### config.mk
export PLATFORM = sky130hd
export DESIGN_NAME = timer0_core
export DESIGN_NICKNAME = d
export VERILOG_FILES = /design/src/common/timer0_pkg.sv /design/src/logic/flag_cell.sv /design/src/logic/timer0_core.sv
export SDC_FILE = /design/constraint.sdc
export NUM_CORES = 1
export LEC_CHECK = 0
export BUFFER_PORTS_ARGS = -buffer_cell sky130_fd_sc_hd__buf_2
export CORE_MARGIN = 2
export CORE_UTILIZATION = 50
export CTS_CLUSTER_DIAMETER = 200
export DETAILED_ROUTE_END_ITERATION = 7
export MAX_ROUTING_LAYER = met4
export PLACE_DENSITY = 0.82
export SLEW_MARGIN = 20
export SYNTH_ARGS = -nofsm -noshare
export SYNTH_HDL_FRONTEND = slang
export SYNTH_HIERARCHICAL = 1
export SYNTH_SLANG_ARGS = --single-unit
### constraint.sdc
create_clock -name clk -period 3.4 [get_ports clk]
set_clock_uncertainty 0.15 [all_clocks]
set_input_delay 0.68 -clock clk [delete_from_list [all_inputs] [get_ports clk]]
set_output_delay 0.68 -clock clk [all_outputs]
set_load 0.02 [all_outputs]
### src/common/timer0_pkg.sv
/*
  timer0_pkg: register map, field positions, reset values and carrier
  types for the 8-bit timer compare and flag block.
  assumes the processor core presents one register access per cycle.
*/
// Operation
// [RULE1] compare value a checked against counter always
// [RULE2] compare value b checked against counter always
// [RULE3] match b sets flag bit 2
// [RULE4] match a sets flag bit 1
// [RULE5] counter overflow sets flag bit 0
// [RULE6] taken vector clears its own flag
// [RULE7] writing one clears flag, zero keeps
// [RULE8] gie, enable b, flag b request irq b
// [RULE9] gie, enable a, flag a request irq a
// [RULE10] gie, overflow enable, flag request overflow irq
// [RULE11] waveform mode selects the overflow point
// [RULE12] io address equals data address minus 0x20
// [RULE13] addresses from 0x60 only by load/store
// [RULE14] mask register 0x6E, bits 2..0, reset zero
// [RULE15] counter write blocks match on next tick
// [RULE16] force strobe moves output, no flag; the code ignores the strobe in pwm modes
// [RULE17] hardware set beats software clear
// [RULE18] flag bits 7..3 read zero, ignore writes
package timer0_pkg;

  // data-space offsets
  localparam logic [7:0] FLAG_OFS    = 8'h35;
  localparam logic [7:0] COUNT_OFS   = 8'h46;
  localparam logic [7:0] CMP_A_OFS   = 8'h47;
  localparam logic [7:0] CMP_B_OFS   = 8'h48;
  localparam logic [7:0] MASK_OFS    = 8'h6E;
  localparam logic [7:0] IO_SHIFT    = 8'h20;
  localparam logic [7:0] IO_LIMIT    = 8'h40;
  localparam logic [7:0] EXT_START   = 8'h60;

  // field positions in flag and mask registers
  localparam int OVF_BIT   = 0;
  localparam int MATCH_A_BIT = 1;
  localparam int MATCH_B_BIT = 2;
  localparam int FLAG_W    = 3;

  localparam logic [7:0] REG_RESET = 8'h00;
  localparam logic [7:0] CNT_MAX   = 8'hFF;
  localparam logic [7:0] CNT_BOTTOM = 8'h00;

  // waveform mode encodings
  localparam logic [2:0] MODE_NORMAL   = 3'h0;
  localparam logic [2:0] MODE_PC_MAX   = 3'h1;
  localparam logic [2:0] MODE_CTC      = 3'h2;
  localparam logic [2:0] MODE_FAST_MAX = 3'h3;
  localparam logic [2:0] MODE_PC_CMP   = 3'h5;
  localparam logic [2:0] MODE_FAST_CMP = 3'h7;

  typedef enum {SEL_NONE, SEL_FLAG, SEL_COUNT, SEL_CMP_A, SEL_CMP_B,
                SEL_MASK} reg_sel_t;

  // one access from the core
  typedef struct packed {
    logic [7:0] addr;     // data-space or io address
    logic       io_space; // 1: io instruction address
    logic       wr;
    logic       rd;
    logic [7:0] wdata;
  } reg_req_t;

  // per-flag event lines
  typedef struct packed {
    logic match_b;
    logic match_a;
    logic ovf;
  } flag_evt_t;

endpackage

### src/logic/flag_cell.sv
/*
  flag_cell: one sticky interrupt flag.
  assumes set, clear and vector strobes are on clk.
*/
`timescale 1ns/10ps
module flag_cell (
  input  wire logic clk,
  input  wire logic rst_b,
  input  wire logic set_evt,
  input  wire logic sw_clr,
  input  wire logic vec_clr,
  output logic      flag_reg
);
  import timer0_pkg::*;

  // set wins over both clears
  always_ff @(posedge clk) begin
    if (!rst_b) begin
      flag_reg <= 1'b0;
    end else if (set_evt) begin
      flag_reg <= 1'b1;                  // [RULE17]
    end else if (sw_clr || vec_clr) begin
      flag_reg <= 1'b0;                  // [RULE6] [RULE7]
    end
  end
endmodule // flag_cell

### src/logic/timer0_core.sv
/*
  timer0_core: 8-bit counter, two compare units, flag and mask
  registers, interrupt requests and waveform outputs.
  assumes the core, tick, vector acknowledge and force strobes all
  come from logic on clk.
*/
`timescale 1ns/10ps
module timer0_core (
  input  wire logic                 clk,
  input  wire logic                 rst_b,
  input  wire timer0_pkg::reg_req_t req,
  input  wire logic                 timer_tick,
  input  wire logic [2:0]           waveform_mode_select,
  input  wire logic                 global_irq_enable,
  input  wire timer0_pkg::flag_evt_t vec_taken,
  input  wire logic                 force_compare_strobe_a,
  input  wire logic                 force_compare_strobe_b,
  output logic [7:0]                rd_data_reg,
  output timer0_pkg::flag_evt_t     irq_reg,
  output logic                      wave_out_a,
  output logic                      wave_out_b
);
  import timer0_pkg::*;

  ////////////////////////////////////////////////////////////////////
  // address decode

  // io addresses sit 0x20 below data addresses; io reaches < 0x60
  function automatic reg_sel_t decode(input reg_req_t r);
    logic [7:0] eff;
    eff = r.io_space ? 8'(r.addr + IO_SHIFT) : r.addr; // [RULE12]
    if (r.io_space && r.addr >= IO_LIMIT) begin
      return SEL_NONE;                   // [RULE13]
    end
    unique case (eff)
      FLAG_OFS:  return SEL_FLAG;
      COUNT_OFS: return SEL_COUNT;
      CMP_A_OFS: return SEL_CMP_A;
      CMP_B_OFS: return SEL_CMP_B;
      MASK_OFS:  return SEL_MASK;
      default:   return SEL_NONE;
    endcase
  endfunction

  reg_sel_t   sel;
  logic [7:0] counter_value_reg;
  logic [7:0] compare_value_a_reg;
  logic [7:0] compare_value_b_reg;
  logic [2:0] timer_irq_mask_register_reg;
  logic [2:0] flags;
  logic       count_down_reg;
  logic       block_reg;
  logic [7:0] top;
  logic       pwm_mode;
  logic       phase_mode;
  logic       at_top;
  logic       ovf_evt;
  logic       hit_a;
  logic       hit_b;
  logic       cnt_wr;

  assign sel    = decode(req);
  assign cnt_wr = req.wr && sel == SEL_COUNT;

  ////////////////////////////////////////////////////////////////////
  // mode decode: top value and overflow point

  assign pwm_mode   = waveform_mode_select[0];
  assign phase_mode = waveform_mode_select == MODE_PC_MAX ||
                      waveform_mode_select == MODE_PC_CMP;
  assign top = (waveform_mode_select == MODE_CTC ||
                waveform_mode_select == MODE_PC_CMP ||
                waveform_mode_select == MODE_FAST_CMP)
               ? compare_value_a_reg : CNT_MAX;
  assign at_top = counter_value_reg == top;

  // overflow at max, at top, or at bottom when counting down
  always_comb begin
    ovf_evt = 1'b0;
    if (timer_tick && !cnt_wr) begin
      if (phase_mode) begin
        ovf_evt = count_down_reg &&
                  counter_value_reg == 8'(CNT_BOTTOM + 8'h01); // [RULE11]
      end else if (waveform_mode_select == MODE_FAST_CMP) begin
        ovf_evt = at_top;                // [RULE11]
      end else begin
        ovf_evt = counter_value_reg == CNT_MAX; // [RULE11]
      end
    end
  end

  // continuous compare, gated by tick and by the write block
  assign hit_a = timer_tick && !block_reg && !cnt_wr &&
                 counter_value_reg == compare_value_a_reg; // [RULE1]
  assign hit_b = timer_tick && !block_reg && !cnt_wr &&
                 counter_value_reg == compare_value_b_reg; // [RULE2]

  ////////////////////////////////////////////////////////////////////
  // counter

  always_ff @(posedge clk) begin
    if (!rst_b) begin
      counter_value_reg <= REG_RESET;
      count_down_reg    <= 1'b0;
    end else if (cnt_wr) begin
      counter_value_reg <= req.wdata;
    end else if (timer_tick) begin
      if (phase_mode) begin
        if (!count_down_reg && at_top) begin
          count_down_reg    <= 1'b1;
          counter_value_reg <= 8'(counter_value_reg - 8'h01);
        end else if (count_down_reg &&
                     counter_value_reg == CNT_BOTTOM) begin
          count_down_reg    <= 1'b0;
          counter_value_reg <= 8'(counter_value_reg + 8'h01);
        end else if (count_down_reg) begin
          counter_value_reg <= 8'(counter_value_reg - 8'h01);
        end else begin
          counter_value_reg <= 8'(counter_value_reg + 8'h01);
        end
      end else begin
        count_down_reg    <= 1'b0;
        counter_value_reg <= at_top ? CNT_BOTTOM
                             : 8'(counter_value_reg + 8'h01);
      end
    end
  end

  // a counter write blocks the match at the following tick
  always_ff @(posedge clk) begin
    if (!rst_b) begin
      block_reg <= 1'b0;
    end else if (cnt_wr) begin
      block_reg <= 1'b1;                 // [RULE15]
    end else if (timer_tick) begin
      block_reg <= 1'b0;
    end
  end

  ////////////////////////////////////////////////////////////////////
  // compare and mask registers

  always_ff @(posedge clk) begin
    if (!rst_b) begin
      compare_value_a_reg <= REG_RESET;
    end else if (req.wr && sel == SEL_CMP_A) begin
      compare_value_a_reg <= req.wdata;
    end
  end

  always_ff @(posedge clk) begin
    if (!rst_b) begin
      compare_value_b_reg <= REG_RESET;
    end else if (req.wr && sel == SEL_CMP_B) begin
      compare_value_b_reg <= req.wdata;
    end
  end

  always_ff @(posedge clk) begin
    if (!rst_b) begin
      timer_irq_mask_register_reg <= FLAG_W'(REG_RESET); // [RULE14]
    end else if (req.wr && sel == SEL_MASK) begin
      timer_irq_mask_register_reg <= req.wdata[FLAG_W-1:0]; // [RULE14]
    end
  end

  ////////////////////////////////////////////////////////////////////
  // flags: one cell per source

  logic [2:0] set_vec;
  logic [2:0] vec_vec;
  assign set_vec[OVF_BIT]     = ovf_evt;  // [RULE5]
  assign set_vec[MATCH_A_BIT] = hit_a;    // [RULE4]
  assign set_vec[MATCH_B_BIT] = hit_b;    // [RULE3]
  assign vec_vec = vec_taken;

  for (genvar i = 0; i < FLAG_W; i++) begin : g_flag
    flag_cell u_flag (
      .clk      (clk),
      .rst_b    (rst_b),
      .set_evt  (set_vec[i]),
      .sw_clr   (req.wr && sel == SEL_FLAG && req.wdata[i]), // [RULE7]
      .vec_clr  (vec_vec[i]),            // [RULE6]
      .flag_reg (flags[i])
    );
  end

  ////////////////////////////////////////////////////////////////////
  // interrupt requests

  always_ff @(posedge clk) begin
    if (!rst_b) begin
      irq_reg <= '0;
    end else begin
      irq_reg.match_b <= global_irq_enable &&
        timer_irq_mask_register_reg[MATCH_B_BIT] &&
        flags[MATCH_B_BIT];              // [RULE8]
      irq_reg.match_a <= global_irq_enable &&
        timer_irq_mask_register_reg[MATCH_A_BIT] &&
        flags[MATCH_A_BIT];              // [RULE9]
      irq_reg.ovf <= global_irq_enable &&
        timer_irq_mask_register_reg[OVF_BIT] && flags[OVF_BIT]; // [RULE10]
    end
  end

  ////////////////////////////////////////////////////////////////////
  // waveform outputs: toggle on match or force in non-pwm modes

  always_ff @(posedge clk) begin
    if (!rst_b) begin
      wave_out_a <= 1'b0;
      wave_out_b <= 1'b0;
    end else if (pwm_mode) begin
      wave_out_a <= counter_value_reg < compare_value_a_reg;
      wave_out_b <= counter_value_reg < compare_value_b_reg;
    end else begin
      if (hit_a || force_compare_strobe_a) begin
        wave_out_a <= !wave_out_a;       // [RULE1] [RULE16]
      end
      if (hit_b || force_compare_strobe_b) begin
        wave_out_b <= !wave_out_b;       // [RULE2] [RULE16]
      end
    end
  end

  ////////////////////////////////////////////////////////////////////
  // read data

  always_ff @(posedge clk) begin
    if (!rst_b) begin
      rd_data_reg <= REG_RESET;
    end else if (req.rd) begin
      unique case (sel)
        SEL_FLAG:  rd_data_reg <= {5'h00, flags}; // [RULE18]
        SEL_COUNT: rd_data_reg <= counter_value_reg;
        SEL_CMP_A: rd_data_reg <= compare_value_a_reg;
        SEL_CMP_B: rd_data_reg <= compare_value_b_reg;
        SEL_MASK:  rd_data_reg <= {5'h00, timer_irq_mask_register_reg};
        SEL_NONE:  rd_data_reg <= REG_RESET;
      endcase
    end
  end
endmodule // timer0_core

==> impl_metrics.ini, run 1 <==
[run_status]
status = finished with violations
violations = design-rule violations

[timing]
grt_setup_unrepaired = no
tightest_slew_ns = 0.929
final.period_utilization_pct = 82.1
setup_viol = 0
fin_ws_ns = 0.608
max_freq_ghz = 0.358
hold_viol = 0
slew_violations = 0
fin_tns_setup_ns = 0
slew_headroom_pct = 38.0
holdWs_ns = 0.332
layout_min_cycle_time_ns = 2.79

[yosys]
ys_warn_count = 6
synth_xor_area_share_pct = 3.47
synth_top_area_cell = dfxtp_1
synth_top_family_by_area = simple AND/OR/NAND/NOR gates
synth_area_leaders = dfxtp_1 27%, ha_1 7.6%, o21a_1 4.3%
async_flop_share_pct = 0
synth_top_cell_area_share_pct = 27.4
synth_area_per_cell_um2 = 8.27
synth_seq_cells = 45
synth_fa_ha_area_share_pct = 7.62
synthMuxAreaShare_pct = 1.83
synthTopCellsByCount = 45 x dfxtp_1, 31 x nand2_1, 28 x nand3_1
yosysMostFrequentCell = dfxtp_1
synth_compound_area_share_pct = 26.4
synth_nets = 448
synth_ff_type = dfxtp_1
synth_enable_flop_cells = 0
yosysSeqAreaShare_pct = 27.4
synth-simple-area-share_pct = 26.6
netlist_instances = 397
synth.distinct_cells = 65
syn_area_mm2 = 0.00328

[min_path]
holdPathEnd = compare_value_b_reg[7]
hold_start = compare_value_b_reg[7]
whs_path_depth = 2
hold_class = reg -> reg

[floorplan]
num_io_pins = 44
die_h_um = 85.1
rows = 29
coreArea_mm2 = 0.00635
initial_core_util_pct = 51.7
dieArea_mm2 = 0.00723
fp.dieW_um = 85.1

[clock_network]
clock_latency_ns = 0.30
cts_sinks = 45
cts_hold_buf = 0
numCtsBuffers = 5
cts_tree = yes
cts_setup_buffers = 0
clockBufferDepth = 2
cts.repair.resized = 0
clkTransAtPathRegs_ns = 0.09
root_buffer = clkbuf_8
ctsHtreeMaxLevel = 2

[critical_path]
critPathMaxFanout = 17
rrSetupSlack_ns = 0.66
critPathKind = in -> reg
reg2reg_to = wave_out_a
critical_path.endpoint_type = flip-flop
start_kind = primary input
cp.required_ns = 3.40
rr_worst_depth = 9
r2r_start = counter_value_reg[1]
cp_data_arrival_time_ns = 2.79

[routing]
drt-wirelength-per-cell_um = 18.5
drt_first_iter_violations = 305
num_vias = 3190
drtPass1Iterations = 8
drc = 1
ant_nets = 0
wirelength_um = 9310
viasPerCell = 6.34

[place]
dpl-instance-area_mm2 = 0.00348
place_hpwl_um = 6670
place.gp.congestion = 0.935
placedCellCount = 495
post-place-ws_ns = 0.350
port_buffers = 43

[power]
power.density_mw_per_mm2 = 319
irDropWorstVdd_mv = 0.268
leakage_nw = 1.34
p_total_mw = 1.14

[global_routing]
overflow = 0
grt_max_degree = 31
grt_pass1_vias = 2939
grt_usage_pct = 26.8
grt_pass1_wl_um = 15000
antenna_found_initial = 0

[finish]
seq_area_um2 = 901
fillers = 605
antenna_cells = 0
utilization_pct = 56.3
multi_input_area_mm2 = 0.00217
drive_gt1_share_pct = 17.4
finalNonFillerCells = 503
area_delta_synth_final_pct = 8.91
finish.instance_area_mm2 = 0.00358
nets = 476

[job]
cap_violations = 0
## layout by cell type (no fill, tap or decap), types with 6 or more instances in the layout
| master | count |
|---|---|
| dfxtp_1 | 45 |
| inv_1 | 22 |
| a31oi_1 | 6 |
| o21a_1 | 19 |
| nor2_1 | 20 |
| ha_1 | 20 |
| nor2b_1 | 9 |
| nand2_1 | 31 |
| nand3_1 | 28 |
| o211ai_1 | 6 |
| a22oi_1 | 6 |
| o21ai_0 | 11 |
| and3_1 | 8 |
| o2111ai_1 | 6 |
| nand4_1 | 11 |
| mux2i_1 | 6 |
| buf_2 | 43 |
| xnor2_1 | 9 |
| a21oi_1 | 23 |
| and2_1 | 7 |
## cell type report
| class | count | share of cell area [%] |
|---|---|---|
| well taps | 77 | 2.69 |
| clock inverters | 3 | 0.700 |
| repair buffers | 46 | 6.65 |
| clock buffers | 5 | 1.92 |
| inverters | 22 | 2.31 |
| flip-flops and latches | 45 | 25.2 |
| multi-input cells | 305 | 60.5 |
## kinds of logic after synthesis
| logic type | count (synthesis) |
|---|---|
| simple gates | 152 |
| compound gates | 114 |
| buf+inv | 47 |
| flops | 45 |
| fa+ha+maj | 20 |
| mux | 6 |
| xor+xnor | 13 |
## worst max-delay path, cell delays in order
cell and delay [ns]:
buf_2 0.13, ha_1 0.33, nand3b_1 0.11, a21o_1 0.20, a21oi_2 0.22, o211ai_2 0.17
nor4_4 0.25, buf_4 0.26, nand2_1 0.22, nand2_1 0.15, a21oi_1 0.07
## how the worst max path moves through the flow
| stage | cells after the start | slack (ns) | from | endpoint |
|---|---|---|---|---|
| CTS | 11 | 0.65 | req[17] | compare_value_b_reg[4] |
| global placement | 9 | 0.34 | req[10] | rd_data_reg[4] |
| detailed placement | 11 | 0.35 | req[17] | compare_value_b_reg[0] |
| global route | 11 | 0.43 | req[16] | compare_value_b_reg[5] |
| finish | 11 | 0.61 | req[17] | compare_value_b_reg[4] |
| floorplan | 10 | 0.69 | req[16] | compare_value_b_reg[7] |
## power by group
group	internal [mW]	switching [mW]	total, mW
clock	0.150	0.209	0.360
sequential	0.540	0.0263	0.566
combinational	0.0905	0.124	0.215
## layer usage
layer	global-route usage (%)	share of wire [%]	up-vias
met3	5.25	8.7	22
met2	41.8	46	159
li1	-	-	1529
met4	8.37	2.5	0
met5	-	0	-
met1	35.2	43	1480
(Power assumes the default switching activity.)
==> run 2: changes to the inputs <==
==> constraint.sdc (replaced) <==
create_clock -name clk -period 2.7 [get_ports clk]
set_clock_uncertainty 0.15 [all_clocks]
set_input_delay 0.54 -clock clk [delete_from_list [all_inputs] [get_ports clk]]
set_output_delay 0.54 -clock clk [all_outputs]
set_load 0.02 [all_outputs]
==> impl_metrics.ini, run 2 (same netlist as run 1, synthesis figures left out) <==
[power]
leakage_nw = 1.52
power.density_mw_per_mm2 = 379
p_total_mw = 1.45
irDropWorstVdd_mv = 0.299

[critical_path]
rrSetupSlack_ns = 0.13
path_common_cell = o21a_1
critPathKind = reg -> reg
critical_path.endpoint_type = flip-flop
slowest_delay_ns = 0.61
cpLargestDelayFamily = compound AO/OA/AOI/OAI gates
worst-path-stages = 9
rr_worst_depth = 9
crit_end = wave_out_a
critPathMaxFanout = 9
cp_data_arrival_time_ns = 2.63
cp.required_ns = 2.76
r2r_start = counter_value_reg[1]
path_cells = ha_1, nor2b_1, o21a_1, o21a_1, o21a_1, o21a_1, o21a_1, o21a_1, o32ai_1
reg2reg_to = wave_out_a
slowest_stage = dfxtp_1
cp-startpoint = counter_value_reg[1]
crit_buf_inv = 0
start_kind = flip-flop

[finish]
layout_commonest_cell = dfxtp_1
drive_gt1_share_pct = 23.6
antenna_cells = 0
utilization_pct = 60.4
finalNonFillerCells = 538
layout_common_cells = 45 x dfxtp_1, 43 x buf_2, 38 x buf_4
nets = 511
area_delta_synth_final_pct = 16.8

[global_routing]
grt_pass1_vias = 3110
grt_max_degree = 31
grt_usage_pct = 27.8
grt_pass1_wl_um = 15400
antenna_found_initial = 0
overflow = 0

[timing]
hold_viol = 0
final.period_utilization_pct = 95.2
layout_min_cycle_time_ns = 2.57
fin_ws_ns = 0.131
setup_viol = 0
slew_headroom_pct = 36.2
slew_violations = 0
holdWs_ns = 0.335
max_freq_ghz = 0.389
tightest_slew_ns = 0.956
grt_setup_unrepaired = no

[clock_network]
clock_latency_ns = 0.31
numCtsBuffers = 5
cts_tree = yes
cts.repair.resized = 0
cts_hold_buf = 0
clockBufferDepth = 2
ctsHtreeMaxLevel = 2
root_buffer = clkbuf_8
cts_setup_buffers = 0
cts_sinks = 45
clkTransAtPathRegs_ns = 0.09

[floorplan]
fp.dieW_um = 85.1
rows = 29
coreArea_mm2 = 0.00635
die_h_um = 85.1
dieArea_mm2 = 0.00723
initial_core_util_pct = 51.7
num_io_pins = 44

[place]
place.gp.congestion = 0.968
post-place-ws_ns = -0.0862
port_buffers = 43
placedCellCount = 530
place_hpwl_um = 7200

[routing]
viasPerCell = 6.22
num_vias = 3349
drc = 0
drt-wirelength-per-cell_um = 17.8
wirelength_um = 9560
ant_nets = 0
drt_first_iter_violations = 208
drtPass1Iterations = 5

[job]
cap_violations = 0

[run_status]
status = completed

[min_path]
hold_class = reg -> reg
[run 2: how the worst min path moves through the flow]
stage	startpoint	endpoint	slack, ns	depth (start not counted)
3_3_place_gp	compare_value_b_reg[7]	compare_value_b_reg[7]	0.31	2
5_1_grt	rd_data_reg[4]	rd_data_reg[4]	0.36	2
6_report	rd_data_reg[4]	rd_data_reg[4]	0.33	2
2_1_floorplan	compare_value_b_reg[3]	compare_value_b_reg[3]	0.30	2
3_5_place_dp	compare_value_b_reg[5]	compare_value_b_reg[5]	0.32	2
4_1_cts	compare_value_b_reg[5]	compare_value_b_reg[5]	0.33	2
[run 2: power breakdown]
group	switching (mW)	total, mW	leakage [nW]	internal (mW)
sequential	0.0180	0.697	0.365	0.679
clock	0.253	0.437	0.0445	0.184
combinational	0.180	0.319	1.11	0.138
total	0.451	1.45	1.52	1.00
[run 2: worst min-delay path: stages, from the launching register on]
cell	delay (ns)
dfxtp_1	0.32
nand2b_1	0.07
a21oi_1	0.06
[run 2: per-stage QoR]
stage	TNS [ns]	cell area (um2)
2_1_floorplan	0	3280
3_3_place_gp	-0.0668	3750
3_5_place_dp	-0.874	3750
4_1_cts	0	3840
5_1_grt	0	3840
6_report	0	3840
[run 2: final cells by class]
cell class / instances / area (um2)
fillers: 589 / 2510
multi-input cells: 305 / 2170
flip-flops and latches: 45 / 901
repair buffers: 81 / 500
well taps: 77 / 96.3
inverters: 22 / 82.6
clock buffers: 5 / 68.8
clock inverters: 3 / 21.3
[run 2: routing by layer]
metal	wire, um	GRT usage (%)	vias up
li1	-	-	1600
met1	4020	35.2	1548
met2	4460	43.8	175
met3	784	4.67	26
met4	306	11.5	0
met5	0	-	-
